--- config.mk ---
export PLATFORM = sky130hd
export DESIGN_NAME = phy_strap_latch_pin_mux
export DESIGN_NICKNAME = d
export VERILOG_FILES = /design/src/verilog/phy_strap_pkg.sv /design/src/verilog/strap_capture.sv /design/src/verilog/phy_strap_latch_pin_mux.sv
export SDC_FILE = /design/constraint.sdc
export NUM_CORES = 1
export LEC_CHECK = 0
export ABC_AREA = 1
export BUFFER_PORTS_ARGS = -buffer_cell sky130_fd_sc_hd__buf_2
export CAP_MARGIN = 0
export CORE_MARGIN = 4
export CORE_UTILIZATION = 40
export CTS_CLUSTER_DIAMETER = 50
export DETAILED_ROUTE_END_ITERATION = 16
export GPL_TIMING_DRIVEN = 0
export HOLD_SLACK_MARGIN = 0.06
export PLACE_DENSITY = 0.79
export SYNTH_ARGS = -nofsm -noshare
export SYNTH_HDL_FRONTEND = slang
export SYNTH_HIERARCHICAL = 1
export SYNTH_SLANG_ARGS = --single-unit
export TNS_END_PERCENT = 50
--- constraint.sdc ---
create_clock -name clk_sys -period 1 [get_ports clk_sys]
set_clock_uncertainty 0.05 [all_clocks]
set_input_delay 0.05 -clock clk_sys [delete_from_list [all_inputs] [get_ports clk_sys]]
set_output_delay 0.05 -clock clk_sys [all_outputs]
set_load 0.01 [all_outputs]
--- src/verilog/phy_strap_pkg.sv ---
// Purpose: Shared constants for the strap latch and shared pin control.
// Assumes: One clock domain, clk_sys at 125 MHz.
// Notes:   Strap vector layout, pin indices and lamp source codes live here.
package phy_strap_pkg;

   // ********************************************************
   // Strap vector layout
   // ********************************************************
   localparam int unsigned STRAP_W       = 11;              // Bits in the latched strap vector
   localparam int unsigned POS_ADDR_LO   = 0;               // Management address bits 3..0
   localparam int unsigned POS_ADDR_HI   = 3;
   localparam int unsigned POS_RXTRI     = 4;               // Receive isolation strap
   localparam int unsigned POS_DUPLEX    = 5;               // 1 = full duplex
   localparam int unsigned POS_RMII      = 6;               // 1 = reduced interface mode
   localparam int unsigned POS_NODE      = 7;               // 0 = node mode
   localparam int unsigned POS_AUTONEG   = 8;               // 1 = autonegotiation on
   localparam int unsigned POS_SPEED     = 9;               // 1 = 100M
   localparam int unsigned POS_XOVER     = 10;              // 1 = crossover correction on
   localparam logic [10:0] STRAP_RESET   = 11'h000;         // Value held until the latch edge

   // ********************************************************
   // Shared pin indices
   // ********************************************************
   localparam int unsigned PIN_N         = 7;               // Shared output-capable pins
   localparam int unsigned PIN_IRQ       = 0;
   localparam int unsigned PIN_LAMP0     = 1;
   localparam int unsigned PIN_LAMP1     = 2;
   localparam int unsigned PIN_RXD1      = 3;
   localparam int unsigned PIN_RXD0      = 4;
   localparam int unsigned PIN_CRSDV     = 5;
   localparam int unsigned PIN_RXER      = 6;
   localparam logic [6:0]  OE_N_OFF      = 7'h7f;           // All drivers released
   localparam logic [6:0]  PIN_O_RESET   = 7'h00;

   // ********************************************************
   // Lamp sources and event mask
   // ********************************************************
   localparam int unsigned EV_N          = 8;               // Selectable interrupt events
   localparam logic [1:0]  LAMP_ACTIVITY = 2'h0;
   localparam logic [1:0]  LAMP_SPEED    = 2'h1;
   localparam logic [1:0]  LAMP_LINK     = 2'h2;
   localparam logic [1:0]  LAMP_DUPLEX   = 2'h3;
   localparam logic [1:0]  LAMP0_DEFAULT = LAMP_ACTIVITY;   // Suggested cfg value for lamp 0
   localparam logic [1:0]  LAMP1_DEFAULT = LAMP_SPEED;      // Suggested cfg value for lamp 1

   // Bring-up sequence
   typedef enum logic [1:0] {
      ST_HOLD,
      ST_RUN
   } seq_state_t;

endpackage

--- src/verilog/strap_capture.sv ---
// Purpose: Register bank that captures a vector once and holds it.
// Assumes: capture is a single-cycle pulse from the sequencer.
// Notes:   The async reset loads a constant; pin levels are taken on a clock edge only.
module strap_capture (
   input  wire logic                             clk_sys,
   input  wire logic                             arst_n,
   input  wire logic                             capture,
   input  wire logic [phy_strap_pkg::STRAP_W-1:0] d,
   output logic      [phy_strap_pkg::STRAP_W-1:0] q
);

   // ********************************************************
   // Capture register
   // ********************************************************
   // Loaded once per reset; stays frozen until the next reset
   always_ff @(posedge clk_sys or negedge arst_n) begin
      if (!arst_n) begin
         q <= phy_strap_pkg::STRAP_RESET;
      end else if (capture) begin
         q <= d;
      end
   end

endmodule

--- src/verilog/phy_strap_latch_pin_mux.sv ---
// Purpose: Strap sampling and dual-function pin control for a 10/100 PHY.
// Assumes: All pin inputs are synchronous to clk_sys; pin pads resolve oe_n.
// Notes:   Straps taken at the first edge after release, while drivers are off.
// Notes on behaviour
// - Low reset input resets all internal logic.
// - Address bit 2 strap, then interrupt output.
// - Four-bit management address captured at reset.
// - Address-0 pin becomes lamp 0, activity default.
// - Address-1 pin becomes lamp 1, speed default.
// - Address-1 pin may act as isolate input.
// - Receive isolation strap from receive bit 1.
// - Duplex strap from receive data bit 0.
// - Reduced interface strap from data-valid pin.
// - Node strap from receive error pin, board low.
// - Autonegotiation strap from its own pin.
// - Speed strap from its own pin.
// - Crossover strap from its own pin.
// - Configuration goes over the management bus.
// - Interrupt raised for eight selectable events.
// - Isolation strap high disables lamp 1.
// - Speed and duplex straps ignored under autonegotiation.
// - Two receive bits per data-valid cycle.
// - Two transmit bits per enable cycle.
module phy_strap_latch_pin_mux (
   input  wire logic        clk_sys,
   input  wire logic        arst_n,
   // Dedicated strap inputs
   input  wire logic        addr3_strap_pin,
   input  wire logic        autoneg_strap,
   input  wire logic        speed_strap,
   input  wire logic        crossover_strap,
   // Shared pins: input, output, output enable (low = driving)
   input  wire logic        addr2_irq_pin_i,
   output logic             addr2_irq_pin_o,
   output logic             addr2_irq_pin_oe_n,
   input  wire logic        addr0_lamp0_pin_i,
   output logic             addr0_lamp0_pin_o,
   output logic             addr0_lamp0_pin_oe_n,
   input  wire logic        addr1_isolate_lamp1_pin_i,
   output logic             addr1_isolate_lamp1_pin_o,
   output logic             addr1_isolate_lamp1_pin_oe_n,
   input  wire logic        rx_tristate_strap_pin_i,
   output logic             rx_tristate_strap_pin_o,
   output logic             rx_tristate_strap_pin_oe_n,
   input  wire logic        duplex_strap_pin_i,
   output logic             duplex_strap_pin_o,
   output logic             duplex_strap_pin_oe_n,
   input  wire logic        reduced_if_select_pin_i,
   output logic             reduced_if_select_pin_o,
   output logic             reduced_if_select_pin_oe_n,
   input  wire logic        node_select_strap_pin_i,
   output logic             node_select_strap_pin_o,
   output logic             node_select_strap_pin_oe_n,
   // Transmit side from the MAC
   input  wire logic        tx_en_pin,
   input  wire logic [1:0]  txd_pin,
   output logic             core_tx_en,
   output logic [1:0]       core_txd,
   // Receive side from the PHY core
   input  wire logic [1:0]  core_rxd,
   input  wire logic        core_crs_dv,
   input  wire logic        core_rx_er,
   // Interrupt events and configuration
   input  wire logic [7:0]  ev_in,
   input  wire logic [7:0]  ev_enable,
   input  wire logic        irq_active_high,
   // Lamp configuration and sources
   input  wire logic [1:0]  lamp0_sel,
   input  wire logic [1:0]  lamp1_sel,
   input  wire logic        lamp_activity,
   input  wire logic        lamp_speed100,
   input  wire logic        lamp_link,
   input  wire logic        lamp_duplex,
   // Latched configuration toward the core
   output logic             straps_valid,
   output logic [3:0]       strap_phy_addr,
   output logic             strap_rmii_mode,
   output logic             strap_node_sel,
   output logic             strap_autoneg_en,
   output logic             strap_crossover_en,
   output logic             strap_rx_tristate,
   output logic             forced_speed100,
   output logic             forced_full_duplex,
   output logic             rx_isolate
);
   // ********************************************************
   // Declarations
   // ********************************************************
   phy_strap_pkg::seq_state_t state_r;                     // Bring-up sequencer
   logic [10:0]               strap_d;                     // Pin levels at the latch edge
   logic [10:0]               strap_q;                     // Latched straps
   logic                      capture;                     // Latch pulse
   logic [6:0]                pin_o_r;                     // Shared pin output data
   logic [6:0]                oe_n_r;                      // Shared pin output enables
   logic [6:0]                oe_n_nxt;
   logic                      tx_en_r;
   logic [1:0]                txd_r;
   logic                      isolate_r;                   // Sampled isolate input
   logic                      ev_hit;                      // Any enabled event active
   // Pick a lamp source from its select code
   function automatic logic lamp_pick(input logic [1:0] sel, input logic act,
                                      input logic spd, input logic lnk, input logic dpx);
      logic r;
      r = act;
      if (sel == phy_strap_pkg::LAMP_SPEED) begin
         r = spd;
      end else if (sel == phy_strap_pkg::LAMP_LINK) begin
         r = lnk;
      end else if (sel == phy_strap_pkg::LAMP_DUPLEX) begin
         r = dpx;
      end
      return r;
   endfunction
   // ********************************************************
   // Sequencer and strap sampling
   // ********************************************************
   // Hold until the first edge after release, then run for good
   always_ff @(posedge clk_sys or negedge arst_n) begin
      if (!arst_n) begin
         state_r <= phy_strap_pkg::ST_HOLD;
      end else begin
         case (state_r)
            phy_strap_pkg::ST_HOLD: state_r <= phy_strap_pkg::ST_RUN;
            default:                state_r <= phy_strap_pkg::ST_RUN;
         endcase
      end
   end
   assign capture = (state_r == phy_strap_pkg::ST_HOLD);
   // Drivers are still released in ST_HOLD, so pins show board straps
   always_comb begin
      strap_d                                = '0;
      strap_d[phy_strap_pkg::POS_ADDR_LO]    = addr0_lamp0_pin_i;
      strap_d[phy_strap_pkg::POS_ADDR_LO+1]  = addr1_isolate_lamp1_pin_i;
      strap_d[phy_strap_pkg::POS_ADDR_LO+2]  = addr2_irq_pin_i;
      strap_d[phy_strap_pkg::POS_ADDR_HI]    = addr3_strap_pin;
      strap_d[phy_strap_pkg::POS_RXTRI]      = rx_tristate_strap_pin_i;
      strap_d[phy_strap_pkg::POS_DUPLEX]     = duplex_strap_pin_i;
      strap_d[phy_strap_pkg::POS_RMII]       = reduced_if_select_pin_i;
      strap_d[phy_strap_pkg::POS_NODE]       = node_select_strap_pin_i;
      strap_d[phy_strap_pkg::POS_AUTONEG]    = autoneg_strap;
      strap_d[phy_strap_pkg::POS_SPEED]      = speed_strap;
      strap_d[phy_strap_pkg::POS_XOVER]      = crossover_strap;
   end
   // Capture once per reset and hold until the next one
   strap_capture u_strap_capture (
      .clk_sys (clk_sys),
      .arst_n  (arst_n),
      .capture (capture),
      .d       (strap_d),
      .q       (strap_q)
   );
   // Latched values; address feeds the management slave of the core
   assign straps_valid       = (state_r == phy_strap_pkg::ST_RUN);
   assign strap_phy_addr     = strap_q[phy_strap_pkg::POS_ADDR_HI:phy_strap_pkg::POS_ADDR_LO];
   assign strap_rmii_mode    = strap_q[phy_strap_pkg::POS_RMII];
   assign strap_node_sel     = strap_q[phy_strap_pkg::POS_NODE];
   assign strap_autoneg_en   = strap_q[phy_strap_pkg::POS_AUTONEG];
   assign strap_crossover_en = strap_q[phy_strap_pkg::POS_XOVER];
   assign strap_rx_tristate  = strap_q[phy_strap_pkg::POS_RXTRI];
   // Autonegotiation overrides the forced speed and duplex straps
   assign forced_speed100    = strap_q[phy_strap_pkg::POS_SPEED] & ~strap_autoneg_en;
   assign forced_full_duplex = strap_q[phy_strap_pkg::POS_DUPLEX] & ~strap_autoneg_en;
   // ********************************************************
   // Output enables
   // ********************************************************
   // Lamp 1 driver stays off when its pin serves as the isolate input
   always_comb begin
      oe_n_nxt = phy_strap_pkg::OE_N_OFF;
      if (state_r == phy_strap_pkg::ST_RUN) begin
         oe_n_nxt                           = '0;
         oe_n_nxt[phy_strap_pkg::PIN_LAMP1] = strap_rx_tristate;
         if (isolate_r) begin
            // Isolated receiver releases its four output pins
            oe_n_nxt[phy_strap_pkg::PIN_RXD1]  = 1'b1;
            oe_n_nxt[phy_strap_pkg::PIN_RXD0]  = 1'b1;
            oe_n_nxt[phy_strap_pkg::PIN_CRSDV] = 1'b1;
            oe_n_nxt[phy_strap_pkg::PIN_RXER]  = 1'b1;
         end
      end
   end
   // Drivers come on one edge after the latch, never during reset
   always_ff @(posedge clk_sys or negedge arst_n) begin
      if (!arst_n) begin
         oe_n_r <= phy_strap_pkg::OE_N_OFF;
      end else begin
         oe_n_r <= oe_n_nxt;
      end
   end
   // Isolate input, only live when the isolation strap was latched high
   always_ff @(posedge clk_sys or negedge arst_n) begin
      if (!arst_n) begin
         isolate_r <= 1'b0;
      end else begin
         isolate_r <= straps_valid & strap_rx_tristate & addr1_isolate_lamp1_pin_i;
      end
   end
   assign rx_isolate = isolate_r;
   // ********************************************************
   // Run-time pin data
   // ********************************************************
   assign ev_hit = |(ev_in & ev_enable);
   // One register per shared pin keeps data outputs glitch free
   always_ff @(posedge clk_sys or negedge arst_n) begin
      if (!arst_n) begin
         pin_o_r <= phy_strap_pkg::PIN_O_RESET;
      end else begin
         // Polarity chosen by configuration, low active by default
         pin_o_r[phy_strap_pkg::PIN_IRQ]   <= irq_active_high ? ev_hit : ~ev_hit;
         pin_o_r[phy_strap_pkg::PIN_LAMP0] <= lamp_pick(lamp0_sel, lamp_activity,
                                              lamp_speed100, lamp_link, lamp_duplex);
         pin_o_r[phy_strap_pkg::PIN_LAMP1] <= lamp_pick(lamp1_sel, lamp_activity,
                                              lamp_speed100, lamp_link, lamp_duplex);
         // Data bits follow data valid; quiet zeros otherwise
         pin_o_r[phy_strap_pkg::PIN_RXD1]  <= core_crs_dv & core_rxd[1];
         pin_o_r[phy_strap_pkg::PIN_RXD0]  <= core_crs_dv & core_rxd[0];
         pin_o_r[phy_strap_pkg::PIN_CRSDV] <= core_crs_dv;
         pin_o_r[phy_strap_pkg::PIN_RXER]  <= core_rx_er;
      end
   end

   assign addr2_irq_pin_o              = pin_o_r[phy_strap_pkg::PIN_IRQ];
   assign addr2_irq_pin_oe_n           = oe_n_r[phy_strap_pkg::PIN_IRQ];
   assign addr0_lamp0_pin_o            = pin_o_r[phy_strap_pkg::PIN_LAMP0];
   assign addr0_lamp0_pin_oe_n         = oe_n_r[phy_strap_pkg::PIN_LAMP0];
   assign addr1_isolate_lamp1_pin_o    = pin_o_r[phy_strap_pkg::PIN_LAMP1];
   assign addr1_isolate_lamp1_pin_oe_n = oe_n_r[phy_strap_pkg::PIN_LAMP1];
   assign rx_tristate_strap_pin_o      = pin_o_r[phy_strap_pkg::PIN_RXD1];
   assign rx_tristate_strap_pin_oe_n   = oe_n_r[phy_strap_pkg::PIN_RXD1];
   assign duplex_strap_pin_o           = pin_o_r[phy_strap_pkg::PIN_RXD0];
   assign duplex_strap_pin_oe_n        = oe_n_r[phy_strap_pkg::PIN_RXD0];
   assign reduced_if_select_pin_o      = pin_o_r[phy_strap_pkg::PIN_CRSDV];
   assign reduced_if_select_pin_oe_n   = oe_n_r[phy_strap_pkg::PIN_CRSDV];
   assign node_select_strap_pin_o      = pin_o_r[phy_strap_pkg::PIN_RXER];
   assign node_select_strap_pin_oe_n   = oe_n_r[phy_strap_pkg::PIN_RXER];
   // Transmit capture: two bits taken from the MAC on every enabled cycle; gated until run
   always_ff @(posedge clk_sys or negedge arst_n) begin
      if (!arst_n) begin
         tx_en_r <= 1'b0;
         txd_r   <= 2'h0;
      end else begin
         tx_en_r <= straps_valid & tx_en_pin;
         txd_r   <= (straps_valid & tx_en_pin) ? txd_pin : 2'h0;
      end
   end
   assign core_tx_en = tx_en_r;
   assign core_txd   = txd_r;
   // ********************************************************
   // Assertions
   // ********************************************************
   property p_strap_hold;
      @(posedge clk_sys) disable iff (!arst_n)
      (state_r == phy_strap_pkg::ST_RUN) |=> $stable(strap_q);
   endproperty
   a_strap_hold: assert property (p_strap_hold) else $error("straps changed after latch");
   property p_addr_latch;
      @(posedge clk_sys) disable iff (!arst_n)
      capture |=> strap_phy_addr == {$past(addr3_strap_pin), $past(addr2_irq_pin_i),
                                     $past(addr1_isolate_lamp1_pin_i),
                                     $past(addr0_lamp0_pin_i)};
   endproperty
   a_addr_latch: assert property (p_addr_latch) else $error("address strap mismatch");
   // Drivers stay released through the latch edge and come on at the next one
   property p_quiet_reset;
      @(posedge clk_sys) disable iff (!arst_n)
      capture |=> (oe_n_r == phy_strap_pkg::OE_N_OFF) ##1 !oe_n_r[phy_strap_pkg::PIN_IRQ];
   endproperty
   a_quiet_reset: assert property (p_quiet_reset) else $error("driver timing wrong");
   property p_irq_pol;
      @(posedge clk_sys) disable iff (!arst_n)
      straps_valid |=> addr2_irq_pin_o == ($past(ev_hit) ~^ $past(irq_active_high));
   endproperty
   a_irq_pol: assert property (p_irq_pol) else $error("interrupt level wrong");
   property p_lamp1_off;
      @(posedge clk_sys) disable iff (!arst_n)
      (straps_valid && strap_rx_tristate) |=> addr1_isolate_lamp1_pin_oe_n;
   endproperty
   a_lamp1_off: assert property (p_lamp1_off) else $error("lamp 1 driven in isolate mode");
   property p_rx_dibit;
      @(posedge clk_sys) disable iff (!arst_n)
      core_crs_dv |=> reduced_if_select_pin_o &&
                      {rx_tristate_strap_pin_o, duplex_strap_pin_o} == $past(core_rxd);
   endproperty
   a_rx_dibit: assert property (p_rx_dibit) else $error("receive dibit lost");
   property p_tx_dibit;
      @(posedge clk_sys) disable iff (!arst_n)
      (straps_valid && tx_en_pin) |=> core_tx_en && core_txd == $past(txd_pin);
   endproperty
   a_tx_dibit: assert property (p_tx_dibit) else $error("transmit dibit lost");
   property p_forced;
      @(posedge clk_sys) disable iff (!arst_n)
      strap_autoneg_en |-> !forced_speed100 && !forced_full_duplex;
   endproperty
   a_forced: assert property (p_forced) else $error("forced mode under autoneg");
endmodule

==> results of run 1 <==
## stage by stage
stage                     hold WS [ns]  TNS [ns]  instance area [um2]  total power, W
final                            0.206     -1.22                 2030         0.00229
after detailed placement        0.0223         0                 1460         0.00158
after floorplan                 -0.296         0                 1060         0.00136
after global routing             0.265     -1.79                 2030         0.00239
after CTS                        0.206     -1.20                 1990         0.00225
after global placement          0.0164         0                 1460         0.00157
## sequential cells by signal (all words and copies together) (netlist names)
name / cells
u_strap_capture/q: 11
pin_o_r: 7
oe_n_r: 3
core_txd: 2
core_tx_en: 1
rx_isolate: 1
state_r: 1
## repair_timing
item / 4_1_cts / 5_1_grt
cloned: 0 / 1
resized for setup: 7 / 19
setup endpoints to repair: 11 / 26
hold endpoints to repair: 48 / 0
buffers inserted: 1 / 1
pin swaps: 2 / 6
hold buffers: 44 / 0
## cell usage in the layout (no fill, tap or decap)
master          netlist  routed
buf_2                 0      63
o211ai_1              2       2
clkbuf_4              0       3
nand3_1               1       1
nor2_1                9       9
dfrtp_1              23      23
or2_2                 2       2
buf_6                 1       9
nand2_2               0      10
inv_4                 0       2
clkbuf_8              0       1
nor2_2                2       1
dfstp_2               3       3
inv_1                10      10
dlygate4sd3_1         0      41
buf_4                 5       6
dlymetal6s4s_1        0       3
nor2_4                0       1
conb_1                1       1
nand2_1              60      50
## logic make-up (layout without fill, tap and decap cells)
| family | after synthesis | count (layout) | share of synthesized area |
|---|---|---|---|
| flops | 26 | 26 | 0.620 |
| compound gates | 2 | 2 | 0.0142 |
| other cells | 1 | 1 | 0.00355 |
| buf+inv | 18 | 138 | 0.0889 |
| simple gates | 74 | 74 | 0.274 |
## final timing paths
kind / start / end / slack (ns) / depth (start not counted)
max: oe_n_r[5] / rx_tristate_strap_pin_oe_n / -0.19 / 2
min: arst_n / pin_o_r[0] / 0.21 / 2
max reg2reg: state_r[0] / oe_n_r[2] / -0.02 / 3
min reg2reg: u_strap_capture/q[0] / u_strap_capture/q[0] / 0.44 / 2
max in group asynchronous: arst_n / oe_n_r[1] / 0.32 / 2
min in group clk_sys: ev_in[1] / pin_o_r[0] / 0.28 / 7
## cell usage after synthesis, drive strengths merged
| cell | instances |
|---|---|
| o211ai | 2 |
| nand2 | 60 |
| or2 | 2 |
| conb | 1 |
| inv | 12 |
| nand3 | 1 |
| buf | 6 |
| dfstp | 3 |
| nor2 | 11 |
| dfrtp | 23 |
## cell type report
cell class | count | share of cell area
multi-input cells | 77 | 0.167
plain buffers | 5 | 0.0222
well taps | 30 | 0.0185
flip-flops and latches | 26 | 0.323
clock buffers | 4 | 0.0179
inverters | 12 | 0.0247
repair buffers | 117 | 0.427
## routing by layer
metal | up-vias | part of all wire | wire length [um] | track usage
met3 | 8 | 0.11 | 426 | 0.0806
met5 | - | 0 | 0 | 0
met1 | 552 | 0.40 | 1480 | 0.281
met2 | 66 | 0.47 | 1760 | 0.404
li1 | 593 | - | - | -
met4 | 0 | 0.014 | 53 | 0.0744
## power groups by stage
| stage | Sequential (W) | Combinational, W | Clock (W) |
|---|---|---|---|
| 3_5_place_dp | 0.00119 | 0.000394 | 0 |
| 6_report | 0.00117 | 0.000592 | 0.000521 |
| 2_1_floorplan | 0.00122 | 0.000139 | 0 |
| 5_1_grt | 0.00118 | 0.000650 | 0.000561 |
| 3_3_place_gp | 0.00119 | 0.000384 | 0 |
| 4_1_cts | 0.00117 | 0.000550 | 0.000532 |
==> flow_metrics.tcl, run 1 <==
set metrics [dict create \
    avgSynthCellArea_um2 8.73 \
    track_usage 0.238 \
    yosysWarningCount 6 \
    cap_violations 0 \
    p_leak_nw 1.16 \
    post-place-ws_ns 0.0205 \
    p_seq_frac 0.513 \
    critPathMaxFanout 4 \
    tritoncts "yes" \
    fp.dieH_um 59.4 \
    avgViaCountPerCell 4.50 \
    syn_area_um2 1060 \
    grt_first_pass_wirelength_um 6210 \
    area_delta_synth_final_pct 91.8 \
    setup_viol 11 \
    finalHoldViolCount 0 \
    fin_crit_sh 1.19 \
    rsz0062_at_grt "true" \
    stdcell_count 271 \
    ff_latch_area_um2 654 \
    cts_buffers 3 \
    worst_slack_ns -0.188 \
    dieWidth_um 59.4 \
    required_ns 0.90 \
    port_buffers 74 \
    power.net_switching_w 0.000602 \
    globalplace.congestion 0.749 \
    first_pass_iters 6 \
    start_util 0.422 \
    wl_per_cell_um 13.7 \
    synth.top_cell.area_share 0.545 \
    critPathBufInv 2 \
    grt_pass1_vias 1364 \
    fillers 154 \
    core-area_um2 2500 \
    hold_class "in -> async" \
    clock_path_buffers 2 \
    grt-ovfl-total 0 \
    drt-total-wl_um 3720 \
    grt_max_degree 27 \
    yosysTopAreaCell "dfrtp_1" \
    dieArea_um2 3530 \
    synth_area_leaders "dfrtp_1, nand2_1, dfstp_2" \
    cts-root-buf "clkbuf_4" \
    fmax_mhz 842 \
    slowest_delay_ns 0.58 \
    ant_nets 0 \
    vias 1219 \
    combPwrFrac 0.259 \
    drc_errors 0 \
    synth.distinct_cells 13 \
    internal_power_w 0.00168 \
    io_pins 75 \
    layout-drive-gt1-share 0.419 \
    fin_nets 287 \
    dp.cells 225 \
    postSynthCellCount 121 \
    critical_path_class "reg -> out" \
    num_rows 18 \
    worst_ep_arrival_time_ns 1.09 \
    violations "setup timing" \
    worstPathCellList "buf_4, buf_6" \
    cts.sinks 26 \
    maxSlewHeadroom 0.626 \
    syn_nets 166 \
    multi_input_area_um2 338 \
    crit_family "flip-flops" \
    num_antenna_cells 0 \
    min_period_ns 1.19 \
    clock_latency_ns 0.31 \
    cp-start-kind "flip-flop" \
    maxSlewViolCount 0 \
    antenna_found_initial 0 \
    status "complete, but fails checks" \
    end_kind "output pin" \
    utilization 0.810 \
    drtIter0Drc 46 \
    powerDensity_nw_per_um2 1130 \
    ys_seq_area_frac 0.620 \
    cpMaxStageDelayCell "dfstp_2" \
    htreeDepth 1 \
    peakVddDrop_v 0.000916 \
    clkPwrFrac 0.228 \
    cts.clk_slew.worst_paths_ns 0.14 \
    synth-seq-cells 26 \
    detailed_place_hpwl_um 1920 \
    worst_pin_slew_ns 0.561 \
    switching_share 0.263 \
]
Note: power is estimated with default switching activity, not from simulation.
==> run 2: changes to the inputs <==
CORE_ASPECT_RATIO = 1.25   (was default)
==> flow_metrics.tcl, run 2 (synthesis results as in run 1) <==
set metrics [dict create \
    fp.dieH_um 65.4 \
    fin_nets 289 \
    vias 1276 \
    grt_max_degree 27 \
    highest_layer "met4" \
    wl_met3_um 457 \
    p_seq_frac 0.516 \
    setup_viol 10 \
    status "complete, but fails checks" \
    clock_path_buffers 2 \
    cp-endpoint "reduced_if_select_pin_oe_n" \
    critical_path_class "reg -> out" \
    avgViaCountPerCell 4.62 \
    final_cell_mix "buf_2, nand2_1, dlygate4sd3_1, dfrtp_1, buf_6" \
    num_antenna_cells 0 \
    grt_pass1_vias 1402 \
    dpl-instance-area_um2 1470 \
    combPwrFrac 0.260 \
    worstPathCellList "buf_4, buf_6" \
    dieWidth_um 54.0 \
    min_period_ns 1.19 \
    worst_pin_slew_ns 0.558 \
    grt_first_pass_wirelength_um 6130 \
    end_kind "output pin" \
    dieArea_um2 3530 \
    grt-ovfl-total 0 \
    drt-total-wl_um 3820 \
    layout_commonest_cell "buf_2" \
    wl_per_cell_um 13.8 \
    ff_latch_area_um2 654 \
    start_util 0.426 \
    post-place-ws_ns 0.0363 \
    cts_buffers 3 \
    maxSlewViolCount 0 \
    clock_latency_ns 0.31 \
    cts.clk_slew.worst_paths_ns 0.14 \
    fmax_mhz 842 \
    max_flop_register "u_strap_capture/q" \
    finalHoldViolCount 0 \
    hold_class "in -> reg" \
    first_pass_iters 6 \
    r2r-end "oe_n_r[2]" \
    power.net_switching_w 0.000587 \
    rr_worst_depth 2 \
    num_rows 20 \
    drc_errors 0 \
    reg.largest.list "u_strap_capture/q: 11 flops, pin_o_r: 7 flops, oe_n_r: 3 flops" \
    drtIter0Drc 26 \
    io_pins 75 \
    track_usage 0.236 \
    internal_power_w 0.00169 \
    area_delta_synth_final_pct 89.8 \
    cts-root-buf "clkbuf_4" \
    antenna_found_initial 0 \
    slowest_delay_ns 0.58 \
    powerDensity_nw_per_um2 1130 \
    largest_reg_flops 11 \
    worst_slack_ns -0.188 \
    multi_input_area_um2 313 \
    tritoncts "yes" \
    violations "setup timing" \
    maxSlewHeadroom 0.628 \
    fin_area_um2 2000 \
    wl_met1_um 1490 \
    critPathMaxFanout 4 \
    rsz0062_at_grt "true" \
    clkPwrFrac 0.224 \
    globalplace.congestion 0.673 \
    layout-drive-gt1-share 0.395 \
    htreeDepth 1 \
    fin_crit_sh 1.19 \
    ant_nets 0 \
    p_leak_nw 1.14 \
    detailed_place_hpwl_um 2030 \
    fillers 151 \
    r2r_setup_slack_ns 0.03 \
    port_buffers 74 \
    wl_met2_um 1780 \
    cp-start-kind "flip-flop" \
    required_ns 0.90 \
    peakVddDrop_v 0.000913 \
    cpMaxStageDelayCell "dfstp_2" \
    worst_ep_arrival_time_ns 1.09 \
    cts.sinks 26 \
    core-area_um2 2480 \
    finalPower_w 0.00227 \
    cap_violations 0 \
    switching_share 0.258 \
    cp-startpoint "oe_n_r[5]" \
    r2r-start "u_strap_capture/q[4]" \
]
[run 2: changes by cell type in the layout (fill, tap and decap cells not counted), sizes merged]
cell / previous run / this run
buf: 78 / 82
dlygate4sd3: 41 / 42
dlymetal6s4s: 3 / 0
[run 2: worst min path at each step]
stage / startpoint / endpoint / slack [ns] / cells past startpoint
6_report: ev_enable[0] / pin_o_r[0] / 0.09 / 6
5_1_grt: ev_enable[0] / pin_o_r[0] / 0.11 / 6
4_1_cts: ev_enable[0] / pin_o_r[0] / 0.06 / 6
3_5_place_dp: arst_n / u_strap_capture/q[5] / 0.02 / 1
3_3_place_gp: arst_n / u_strap_capture/q[5] / 0.01 / 1
2_1_floorplan: arst_n / core_tx_en / -0.30 / 0
[run 2: power by group through the flow]
stage	Clock (W)	Sequential, W	Combinational [W]
final	0.000509	0.00117	0.000590
after global routing	0.000569	0.00118	0.000649
after CTS	0.000530	0.00117	0.000540
after detailed placement	0	0.00119	0.000397
after global placement	0	0.00118	0.000383
after floorplan	0	0.00122	0.000139
[run 2: stage by stage]
stage	hold slack, ns	std cells	TNS, ns	util
floorplan	-0.296	121	0	-
finish	0.0867	276	-1.16	0.809
global route	0.107	276	-1.60	0.809
detailed placement	0.0222	228	0	0.592
CTS	0.0611	274	-1.20	0.791
global placement	0.0139	228	0	0.592
[run 2: critical path: cells and delay by family (launching register included)]
family / cells / cell delay, ns
flops: 1 / 0.58
buf+inv: 2 / 0.20
[run 2: area by class of cell]
cell class | count | share of cell area
Buffer | 5 | 0.0225
Tap cell | 33 | 0.0206
Sequential cell | 26 | 0.326
Inverter | 12 | 0.0237
Multi-Input combinational cell | 77 | 0.156
Clock buffer | 4 | 0.0181
Timing Repair Buffer | 119 | 0.433
[run 2: what timing repair did]
action                                 in CTS  in global routing
pin swaps                                   2                  1
gates resized for setup                     6                  8
buffers inserted                            0                  3
hold buffers                               42                  0
setup endpoints to repair                  11                 28
endpoints found under the hold margin      48                  0
[run 2: routing by layer]
layer,track usage,vias up
met1,0.249,589
met2,0.400,83
met3,0.0884,10
met4,0.112,0
li1,-,594
met5,0,-
==> run 3: changes to the inputs <==
PLACE_DENSITY = 0.78   (was 0.79)
REMOVE_ABC_BUFFERS = 1   (was default)
SYNTH_HIERARCHICAL = default   (was 1)
==> flow_metrics.tcl, run 3 <==
set metrics [dict create \
    status "complete, but fails checks" \
    violations "setup timing" \
    grt_max_degree 27 \
    p_seq_frac 0.543 \
    min_period_ns 1.09 \
    finalHoldViolCount 0 \
    grt_pass1_vias 1373 \
    drc_errors 0 \
    synth_ff_type "dfrtp_1" \
    grt_first_pass_wirelength_um 5980 \
    powerDensity_nw_per_um2 1110 \
    fmax_mhz 914 \
    dieWidth_um 54.5 \
    synth_common_cells "nand2_1, dfrtp_1, inv_1, nor2_1, buf_4" \
    synth.top_cell.area_share 0.532 \
    dieArea_um2 3600 \
    antenna_found_initial 0 \
    power.net_switching_w 0.000573 \
    num_rows 20 \
    cts_buffers 3 \
    num_antenna_cells 0 \
    p_leak_nw 1.10 \
    critPathBufInv 1 \
    synth.distinct_cells 16 \
    reg.largest.list "u_strap_capture.q: 11 flops, pin_o_r: 7 flops, oe_n_r: 3 flops" \
    htreeDepth 1 \
    drt-total-wl_um 3790 \
    fin_nets 280 \
    port_buffers 74 \
    largest_reg_flops 11 \
    switching_share 0.265 \
    start_util 0.432 \
    clock_latency_ns 0.30 \
    yosysTopAreaCell "dfrtp_1" \
    tritoncts "yes" \
    slowest_delay_ns 0.56 \
    fin_crit_sh 1.09 \
    detailed_place_hpwl_um 1980 \
    internal_power_w 0.00159 \
    cpMaxStageDelayCell "dfstp_2" \
    worst_slack_ns -0.0935 \
    dp.cells 218 \
    yosys.cell_count.top_type "nand2_1" \
    setup_viol 10 \
    cts.sinks 26 \
    peakVddDrop_v 0.000837 \
    required_ns 0.90 \
    avgViaCountPerCell 4.56 \
    area_delta_synth_final_pct 79.5 \
    synth-seq-cells 26 \
    worstPathCellList "buf_2" \
    final_cell_mix "buf_2, nand2_1, dlygate4sd3_1, dfrtp_1, inv_1" \
    first_pass_iters 4 \
    cp-start-kind "flip-flop" \
    yosysWarningCount 0 \
    critPathMaxFanout 4 \
    clock_path_buffers 2 \
    critical_path_class "reg -> out" \
    grt-ovfl-total 0 \
    io_pins 75 \
    layout-drive-gt1-share 0.393 \
    syn_area_um2 1080 \
    worst_ep_arrival_time_ns 0.99 \
    worst_pin_slew_ns 0.538 \
    maxSlewViolCount 0 \
    postSynthCellCount 121 \
    layout_commonest_cell "buf_2" \
    max_flop_register "u_strap_capture.q" \
    cts.clk_slew.worst_paths_ns 0.13 \
    crit_family "flip-flops" \
    stdcell_count 267 \
    avgSynthCellArea_um2 8.93 \
    vias 1218 \
    end_kind "output pin" \
    clkPwrFrac 0.201 \
    hold_class "in -> async" \
    track_usage 0.233 \
    ys_seq_area_frac 0.605 \
    synth_area_leaders "dfrtp_1, nand2_1, dfstp_2" \
    fp.dieH_um 66.1 \
    synth-edff-count 0 \
    combPwrFrac 0.256 \
    ant_nets 0 \
    wl_per_cell_um 14.2 \
    async_flop_share 1.00 \
    cts-root-buf "clkbuf_4" \
    maxSlewHeadroom 0.641 \
    globalplace.congestion 0.682 \
    cap_violations 0 \
    drtIter0Drc 43 \
    rsz0062_at_grt "true" \
    core-area_um2 2500 \
    tns_ns -0.772 \
]
-- run 3: changes by cell type after synthesis, sizes merged --
cell,delta
nand2,-7
buf,+4
o21ai,+3
-- run 3: layout make-up --
class | count | area (um2)
timing repair buffer | 119 | 855
sequential | 26 | 656
fill | 164 | 562
multi-input combinational | 73 | 318
inverter | 12 | 45.0
tap | 33 | 41.3
clock buffer | 4 | 26.3
-- run 3: logic make-up after synthesis --
family,count (synthesis),synth area share
flip-flops,26,0.605
AND/OR/NAND/NOR,67,0.245
AO/OA/AOI/OAI,5,0.0312
buffers and inverters,22,0.115
other,1,0.00347
-- run 3: final timing paths --
check | end | cells past startpoint | slack, ns | start
worst max-delay path | rx_tristate_strap_pin_oe_n | 1 | -0.09 | oe_n_r[5]
worst min-delay path | u_strap_capture.q[5] | 2 | 0.20 | arst_n
worst max register to register | u_strap_capture.q[5] | 2 | 0.02 | state_r[0]
worst min register to register | oe_n_r[5] | 1 | 0.44 | rx_isolate
max in group asynchronous | state_r[0] | 2 | 0.32 | arst_n
min in group clk_sys | pin_o_r[0] | 7 | 0.30 | ev_in[3]
-- run 3: timing repair --
action,in CTS,in global routing
gates resized for setup,4,10
hold buffers,44,0
buffers inserted,1,0
endpoints found under the hold margin,48,0
pin swaps,2,1
setup endpoints to repair,25,21
cloned,0,0
-- run 3: power by group through the flow --
stage | sequential (W) | clock, W | combinational [W]
6_report | 0.00117 | 0.000435 | 0.000552
5_1_grt | 0.00118 | 0.000501 | 0.000607
4_1_cts | 0.00117 | 0.000445 | 0.000512
3_5_place_dp | 0.00119 | 0 | 0.000368
3_3_place_gp | 0.00119 | 0 | 0.000353
2_1_floorplan | 0.00123 | 0 | 0.000105
-- run 3: metal layers --
metal / vias to the layer above / share of wire / global-route usage
met5: - / 0 / 0
met4: 0 / 0.027 / 0.103
met3: 12 / 0.11 / 0.0926
met2: 73 / 0.51 / 0.436
met1: 559 / 0.35 / 0.206
li1: 574 / - / -
-- run 3: metrics by stage --
step                      worst slack, ns  total power [W]  cell area (um2)  hold WS (ns)   util
after floorplan                   -0.0845          0.00134             1000        -0.296      -
after global placement             -0.178          0.00154             1410        0.0106  0.565
after detailed placement           -0.216          0.00156             1410        0.0115  0.565
after CTS                          -0.100          0.00213             1900         0.196  0.760
after global routing               -0.160          0.00229             1940         0.230  0.776
final                             -0.0935          0.00216             1940         0.196  0.776
